<file path="config.mk">
export PLATFORM = sky130hd
export DESIGN_NAME = supply_drop_reset_control
export DESIGN_NICKNAME = d
export VERILOG_FILES = /design/src/verilog/supply_drop_pkg.sv /design/src/verilog/trip_hysteresis.sv /design/src/verilog/supply_drop_reset_control.sv
export SDC_FILE = /design/constraint.sdc
export NUM_CORES = 1
export LEC_CHECK = 0
export BUFFER_PORTS_ARGS = -buffer_cell sky130_fd_sc_hd__clkbuf_2
export CAP_MARGIN = 0
export CORE_ASPECT_RATIO = 1.25
export CORE_MARGIN = 5
export CORE_UTILIZATION = 45
export CTS_CLUSTER_DIAMETER = 100
export CTS_CLUSTER_SIZE = 25
export DETAILED_ROUTE_END_ITERATION = 6
export MAX_ROUTING_LAYER = met4
export PLACE_DENSITY = 0.73
export SYNTH_ARGS = -nofsm -noshare
export SYNTH_HDL_FRONTEND = slang
export SYNTH_HIERARCHICAL = 1
export SYNTH_SLANG_ARGS = --single-unit
</file>
<file path="constraint.sdc">
create_clock -name i_clk -period 0.9 [get_ports i_clk]
set_input_delay 0.045 -clock i_clk [delete_from_list [all_inputs] [get_ports i_clk]]
set_output_delay 0.045 -clock i_clk [all_outputs]
set_load 0.02 [all_outputs]
</file>
<file path="src/verilog/supply_drop_pkg.sv">
// Package of register offsets, field positions and reset values for the supply supervisor.
package supply_drop_pkg;

  localparam int unsigned ADDR_W = 4;
  localparam int unsigned DATA_W = 8;

  // Register offsets.
  localparam logic [3:0] OFF_CONFIG = 4'h0;
  localparam logic [3:0] OFF_STATUS = 4'h1;
  localparam logic [3:0] OFF_EVENT  = 4'h2;
  localparam logic [3:0] OFF_MASK   = 4'h3;

  // Configuration field positions.
  localparam int unsigned CFG_PWRD_BIT  = 0;
  localparam int unsigned CFG_RSTD_BIT  = 1;
  localparam int unsigned CFG_STOP_BIT  = 2;
  localparam int unsigned CFG_RANGE_BIT = 3;

  // Status field position.
  localparam int unsigned STAT_FLAG_BIT = 7;

  // Event bit positions.
  localparam int unsigned EV_DROP_BIT = 0;
  localparam int unsigned EV_RISE_BIT = 1;

  // Reset values.
  localparam logic [7:0] CONFIG_RESET = 8'h00;
  localparam logic [7:0] MASK_RESET   = 8'h00;
  localparam logic       RANGE_RESET  = 1'b0;

endpackage : supply_drop_pkg

</file>
<file path="src/verilog/trip_hysteresis.sv">
// Hysteresis latch that turns the two comparator outputs into a low-supply flag.
module trip_hysteresis (
  // Clock and reset
  input  wire logic i_clk,
  input  wire logic i_reset_n,
  // Comparator results and enable
  input  wire logic i_enable,
  input  wire logic i_below_fall,
  input  wire logic i_above_rise,
  // Flag
  output logic      o_low
);

  logic low_d;
  logic low_q;

  // Below the falling threshold sets, above the rising one clears, in between holds.
  assign low_d = !i_enable     ? 1'b0 :
                 i_below_fall  ? 1'b1 :
                 i_above_rise  ? 1'b0 : low_q;

  always_ff @(posedge i_clk or negedge i_reset_n) begin
    if (!i_reset_n) begin
      low_q <= 1'b0;
    end else begin
      low_q <= low_d;
    end
  end

  assign o_low = low_q;

endmodule : trip_hysteresis

</file>
<file path="src/verilog/supply_drop_reset_control.sv">
// Control logic of the supply supervisor: configuration, hysteresis, reset request and status.
module supply_drop_reset_control (
  // Clock and resets
  input  wire logic                                i_clk,
  input  wire logic                                i_reset_n,
  input  wire logic                                i_por_n,
  // Analog comparator, already resolved for the selected range
  input  wire logic                                i_below_fall,
  input  wire logic                                i_above_rise,
  // Low-power mode indications
  input  wire logic                                i_wait_mode,
  input  wire logic                                i_stop_mode,
  // Register port
  input  wire logic [supply_drop_pkg::ADDR_W-1:0]  i_addr,
  input  wire logic [supply_drop_pkg::DATA_W-1:0]  i_wdata,
  input  wire logic                                i_wr,
  input  wire logic                                i_rd,
  output logic      [supply_drop_pkg::DATA_W-1:0]  o_rdata,
  // Supervisor outputs
  output logic                                     o_range_high,
  output logic                                     o_monitor_on,
  output logic                                     o_reset_req,
  output logic                                     o_rst_pin_n,
  output logic                                     o_rst_pin_oe,
  output logic                                     o_low_supply,
  output logic                                     o_irq
);

  localparam int unsigned DW = supply_drop_pkg::DATA_W;

  // Address decode shared by the write enables and the read checks.
  function automatic logic reg_hit(input logic [supply_drop_pkg::ADDR_W-1:0] addr,
                                   input logic [supply_drop_pkg::ADDR_W-1:0] off);
    return addr == off;
  endfunction : reg_hit

  logic [DW-1:0] cfg_q;
  logic          range_q;
  logic [DW-1:0] event_q;
  logic [DW-1:0] event_d;
  logic [DW-1:0] mask_q;
  logic [DW-1:0] rdata_q;
  logic [DW-1:0] rdata_d;
  logic          rst_q;
  logic          rst_d;
  logic          low_flag;
  logic          low_prev_q;
  logic          range_prev_q;
  logic          range_rise;

  wire wr_cfg   = i_wr && reg_hit(i_addr, supply_drop_pkg::OFF_CONFIG);
  wire wr_event = i_wr && reg_hit(i_addr, supply_drop_pkg::OFF_EVENT);
  wire wr_mask  = i_wr && reg_hit(i_addr, supply_drop_pkg::OFF_MASK);

  wire pwrd     = cfg_q[supply_drop_pkg::CFG_PWRD_BIT];
  wire rstd     = cfg_q[supply_drop_pkg::CFG_RSTD_BIT];
  wire stop_en  = cfg_q[supply_drop_pkg::CFG_STOP_BIT];

  // Stop mode silences the supervisor unless stop operation is enabled; wait mode never does.
  wire active   = !pwrd && !(i_stop_mode && !stop_en);

  // Comparator is ignored entirely while inactive.
  wire below    = active && i_below_fall;
  wire above    = active && i_above_rise;

  // A raise of the range is judged one cycle after the write, once the comparator reports
  // against the new thresholds; in the write cycle it still answers for the lower range.
  assign range_rise = range_q && !range_prev_q;

  // Reset starts on a drop or on a range raise with the supply not above the new rising
  // point, and then holds until the supply is reported above the rising point.
  assign rst_d = !active || rstd      ? 1'b0 :
                 below                ? 1'b1 :
                 range_rise && !above ? 1'b1 :
                 rst_q && !above      ? 1'b1 :
                 1'b0;

  always_ff @(posedge i_clk or negedge i_reset_n) begin
    if (!i_reset_n) begin
      cfg_q <= supply_drop_pkg::CONFIG_RESET;
      rst_q <= 1'b0;
    end else begin
      if (wr_cfg) begin
        cfg_q <= i_wdata;
      end
      rst_q <= rst_d;
    end
  end

  // Range select survives ordinary resets; only power-on reset restores the low range.
  always_ff @(posedge i_clk or negedge i_por_n) begin
    if (!i_por_n) begin
      range_q <= supply_drop_pkg::RANGE_RESET;
    end else if (wr_cfg) begin
      range_q <= i_wdata[supply_drop_pkg::CFG_RANGE_BIT];
    end
  end

  // The edge detector shares the power-on reset of the range, so no ordinary reset
  // can make a false raise appear.
  always_ff @(posedge i_clk or negedge i_por_n) begin
    if (!i_por_n) begin
      range_prev_q <= supply_drop_pkg::RANGE_RESET;
    end else begin
      range_prev_q <= range_q;
    end
  end

  trip_hysteresis u_hyst (
    .i_clk        (i_clk),
    .i_reset_n    (i_reset_n),
    .i_enable     (active),
    .i_below_fall (i_below_fall),
    .i_above_rise (i_above_rise),
    .o_low        (low_flag)
  );

  // Event status for the system interrupt controller; this is not a processor
  // interrupt of the supervisor itself, just a record of drops and recoveries.
  wire ev_drop = low_flag && !low_prev_q;
  wire ev_rise = !low_flag && low_prev_q;

  // Set wins over the write-one-to-clear in the same cycle.
  always_comb begin
    event_d = event_q;
    if (wr_event) begin
      event_d = event_q & ~i_wdata;
    end
    event_d[supply_drop_pkg::EV_DROP_BIT] = event_d[supply_drop_pkg::EV_DROP_BIT] | ev_drop;
    event_d[supply_drop_pkg::EV_RISE_BIT] = event_d[supply_drop_pkg::EV_RISE_BIT] | ev_rise;
    event_d[DW-1:2] = '0;
  end

  always_ff @(posedge i_clk or negedge i_reset_n) begin
    if (!i_reset_n) begin
      event_q    <= '0;
      mask_q     <= supply_drop_pkg::MASK_RESET;
      low_prev_q <= 1'b0;
    end else begin
      event_q    <= event_d;
      low_prev_q <= low_flag;
      if (wr_mask) begin
        mask_q <= i_wdata;
      end
    end
  end

  always_comb begin
    rdata_d = '0;
    if (i_rd) begin
      case (i_addr)
        supply_drop_pkg::OFF_CONFIG: rdata_d = {cfg_q[DW-1:4], range_q, cfg_q[2:0]};
        supply_drop_pkg::OFF_STATUS: rdata_d[supply_drop_pkg::STAT_FLAG_BIT] = low_flag;
        supply_drop_pkg::OFF_EVENT:  rdata_d = event_q;
        supply_drop_pkg::OFF_MASK:   rdata_d = mask_q;
        default:                     rdata_d = '0;
      endcase
    end
  end

  always_ff @(posedge i_clk or negedge i_reset_n) begin
    if (!i_reset_n) begin
      rdata_q <= '0;
    end else begin
      rdata_q <= rdata_d;
    end
  end

  assign o_rdata      = rdata_q;
  assign o_range_high = range_q;
  assign o_monitor_on = active;
  assign o_reset_req  = rst_q;
  assign o_rst_pin_n  = 1'b0;
  assign o_rst_pin_oe = rst_q;
  assign o_low_supply = low_flag;
  assign o_irq        = |(event_q & mask_q);
endmodule : supply_drop_reset_control

</file>
==> results.sh <==
export IMPL_worstSetupStartpointType="register"
export IMPL_grt_max_degree=29
export IMPL_clk_latency_ns=0.32
export IMPL_timing_hold_ws_ns=0.0376
export IMPL_initial_core_util_pct=47.2
export IMPL_synth_edf_count=0
export IMPL_num_vias=989
export IMPL_path_cells="a22o_1, buf_2"
export IMPL_post_place_ws_ns=-0.162
export IMPL_nets=178
export IMPL_cts_buffers=5
export IMPL_grt_pass1_wl_um=4890
export IMPL_finalHoldViolCount=0
export IMPL_run_status="finished with violations"
export IMPL_cts_root_buf="clkbuf_4"
export IMPL_dieArea_um2=4010
export IMPL_cp_buffers_inverters=1
export IMPL_drtIter0Drc=15
export IMPL_cts_buffer_depth=2
export IMPL_clkTransAtPathRegs_ns=0.09
export IMPL_ys_ff_latch=30
export IMPL_p_leak_nw=0.876
export IMPL_wl_per_cell_um=15.6
export IMPL_cts_sinks=30
export IMPL_fin_ws_ns=-0.236
export IMPL_syn_inst=97
export IMPL_switchingPower_mw=0.958
export IMPL_antenna_cells=0
export IMPL_routed_via_density=5.18
export IMPL_instances_no_fill=191
export IMPL_drive_gt1_share_pct=52.9
export IMPL_die_w_um=57.6
export IMPL_min_path_type="input port to asynchronous set/reset pin"
export IMPL_io_pins=36
export IMPL_dr_pass1_iters=4
export IMPL_place_hpwl_um=1860
export IMPL_num_rows=21
export IMPL_p_int_mw=2.39
export IMPL_vdd_ir_drop_max_v=0.00111
export IMPL_synthTopCellsByCount="30 x dfrtp_1, 17 x mux2_2, 6 x a22oi_1, 6 x nor2_1, 5 x inv_1"
export IMPL_drc_errors=0
export IMPL_pwr_share_comb_pct=27.3
export IMPL_cellPowerDensity_nw_per_um2=1820
export IMPL_synthesis_nets=118
export IMPL_p_clk_share_pct=21.5
export IMPL_fin_crit_ns=1.14
export IMPL_synth_top_cell_area_share_pct=58.8
export IMPL_syn2layout_area_growth_pct=44.1
export IMPL_cts_tree="done"
export IMPL_setup_viol=12
export IMPL_fp_dieH_um=69.5
export IMPL_grt_usage_pct=16.7
export IMPL_synth_top_area_cell="dfrtp_1"
export IMPL_crit_path_max_incr_delay_ns=0.39
export IMPL_violations="setup timing"
export IMPL_max_freq_mhz=880
export IMPL_synth_most_common_cell="dfrtp_1"
export IMPL_syn_area_um2=1280
export IMPL_synth_main_ff_cell="dfrtp_1"
export IMPL_grt_ovfl_total=0
export IMPL_detail_route_antenna_nets=0
export IMPL_crit_type="register to output pin"
export IMPL_gp_congestion=0.736
export IMPL_drv_slew=0
export IMPL_async_flop_share_pct=100
export IMPL_final_area_um2=1840
export IMPL_yosysUniqueCellTypes=24
export IMPL_synth_area_leaders="dfrtp_1 59%, mux2_2 15%, a22oi_1 3.5%, nor2_1 1.8%, nor2_4 1.8%"
export IMPL_portBuffers=33
export IMPL_fin_skew_ns=0.00203
export IMPL_place_area_um2=1510
export IMPL_drt_total_wl_um=2990
export IMPL_setup_tns_ns=-1.00
export IMPL_path_delay_family="flip-flops"
export IMPL_core_area_um2=2710
export IMPL_finalCritPeriodShare_pct=126
export IMPL_rsz0062_at_grt="yes"
export IMPL_slowest_stage="dfrtp_1"
export IMPL_cp_max_fo=2
export IMPL_crit_required_ns=0.85
export IMPL_power_frac_seq_pct=51.2
export IMPL_ys_warnings_count=6
export IMPL_crit_path_end_kind="output pin"
export IMPL_antenna_found_initial=0
export IMPL_htree_levels=2
export IMPL_placed_cells=167
export IMPL_worst_endpoint_arrival_ns=1.09
export IMPL_synth_seq_area_share_pct=58.8
export IMPL_syn_avg_cell_area_um2=13.2
export IMPL_grt_pass1_vias=1046
export IMPL_p_total_mw=3.34
export IMPL_final_util_pct=68.0
export IMPL_swShare_pct=28.6
export IMPL_maxCapViolations=0
[worst register-to-register path, stage by stage (launching register included)]
cell and delay, ns:
dfrtp_2 0.43, mux2_2 0.27, a22oi_2 0.11, nor2_1 0.05
[power groups by stage]
stage | combinational (mW) | sequential, mW | clock [mW]
floorplan | 0.395 | 1.74 | 0
global placement | 0.632 | 1.71 | 0
detailed placement | 0.656 | 1.73 | 0
CTS | 0.796 | 1.69 | 0.743
global route | 0.991 | 1.74 | 0.799
finish | 0.913 | 1.71 | 0.718
[state kept, by name, summed over array words and instances (netlist names)]
signal        flops
mask_q            8
o_rdata           8
cfg_q             7
event_q           2
low_prev_q        1
o_range_high      1
o_reset_req       1
range_prev_q      1
u_hyst/o_low      1
[cells by family after synthesis]
group | count (synthesis) | synth area share [%]
buf+inv | 9 | 3.92
mux | 19 | 16.6
simple gates | 21 | 11.7
flops | 30 | 58.8
compound gates | 17 | 8.73
other cells | 1 | 0.294
[worst paths after layout]
path | start | depth (start not counted) | endpoint | slack, ns
worst min-delay path | i_por_n | 2 | range_prev_q$_DFF_PN0_ | 0.04
worst max-delay path | event_q[1]$_DFF_PN0_ | 2 | o_irq | -0.24
worst min register to register | low_prev_q$_DFF_PN0_ | 1 | event_q[0]$_DFF_PN0_ | 0.48
worst max register to register | u_hyst/o_low$_DFFE_PN0P_ | 3 | o_rdata[7]$_DFF_PN0_ | -0.08
min in group i_clk | i_above_rise | 3 | u_hyst/o_low$_DFFE_PN0P_ | 0.08
max in group asynchronous | i_reset_n | 3 | u_hyst/o_low$_DFFE_PN0P_ | 0.37
[per-layer routing]
metal / vias up / GRT usage [%] / wire length (um)
met5: - / - / 0
met4: 0 / 7.73 / 59
met3: 7 / 4.28 / 176
met2: 33 / 27.5 / 1590
met1: 490 / 18.4 / 1150
li1: 459 / - / -
[layout by cell type (no fill, tap or decap)]
cell type      synthesis  routed
a21oi_1                4       1
a21oi_2                0       3
a22o_1                 1       1
a22oi_1                6       4
a22oi_2                0       2
and2_0                 1       1
buf_2                  1       1
buf_4                  2      10
buf_6                  1      14
buf_8                  0       1
clkbuf_1               0       2
clkbuf_2               0      19
clkbuf_4               0       5
clkbuf_8               0       1
conb_1                 1       1
dfrtp_1               30      29
dfrtp_2                0       1
dlygate4sd3_1          0      11
inv_1                  5       4
inv_2                  0       1
mux2_2                17      16
mux2_4                 0       1
mux2i_1                2       2
nand2_1                3       3
nand2b_1               3       3
nand3_4                1       1
nand4_2                1       1
nand4bb_1              1       1
nor2_1                 6       6
nor2_4                 2       2
nor2b_4                1       1
o211a_1                1       1
o21a_1                 1       1
o21ai_0                4       2
o21ai_1                0       1
o21ai_2                0       1
or2_4                  0       2
[timing repair]
action | CTS | global route
buffers inserted | 4 | 2
setup endpoints to repair | 12 | 23
hold endpoints to repair | 48 | 0
resized for setup | 10 | 43
pin swaps | 3 | 6
hold buffers | 11 | 0
[cell type report]
class                           count  area (um2)
Fill cell                         196         867
Multi-Input combinational cell     58         509
Sequential cell                    30         752
Clock buffer                        7        45.0
Inverter                            5        18.8
Timing Repair Buffer               57         472
Tap cell                           34        42.5
Power figures use the tool's default switching activity.
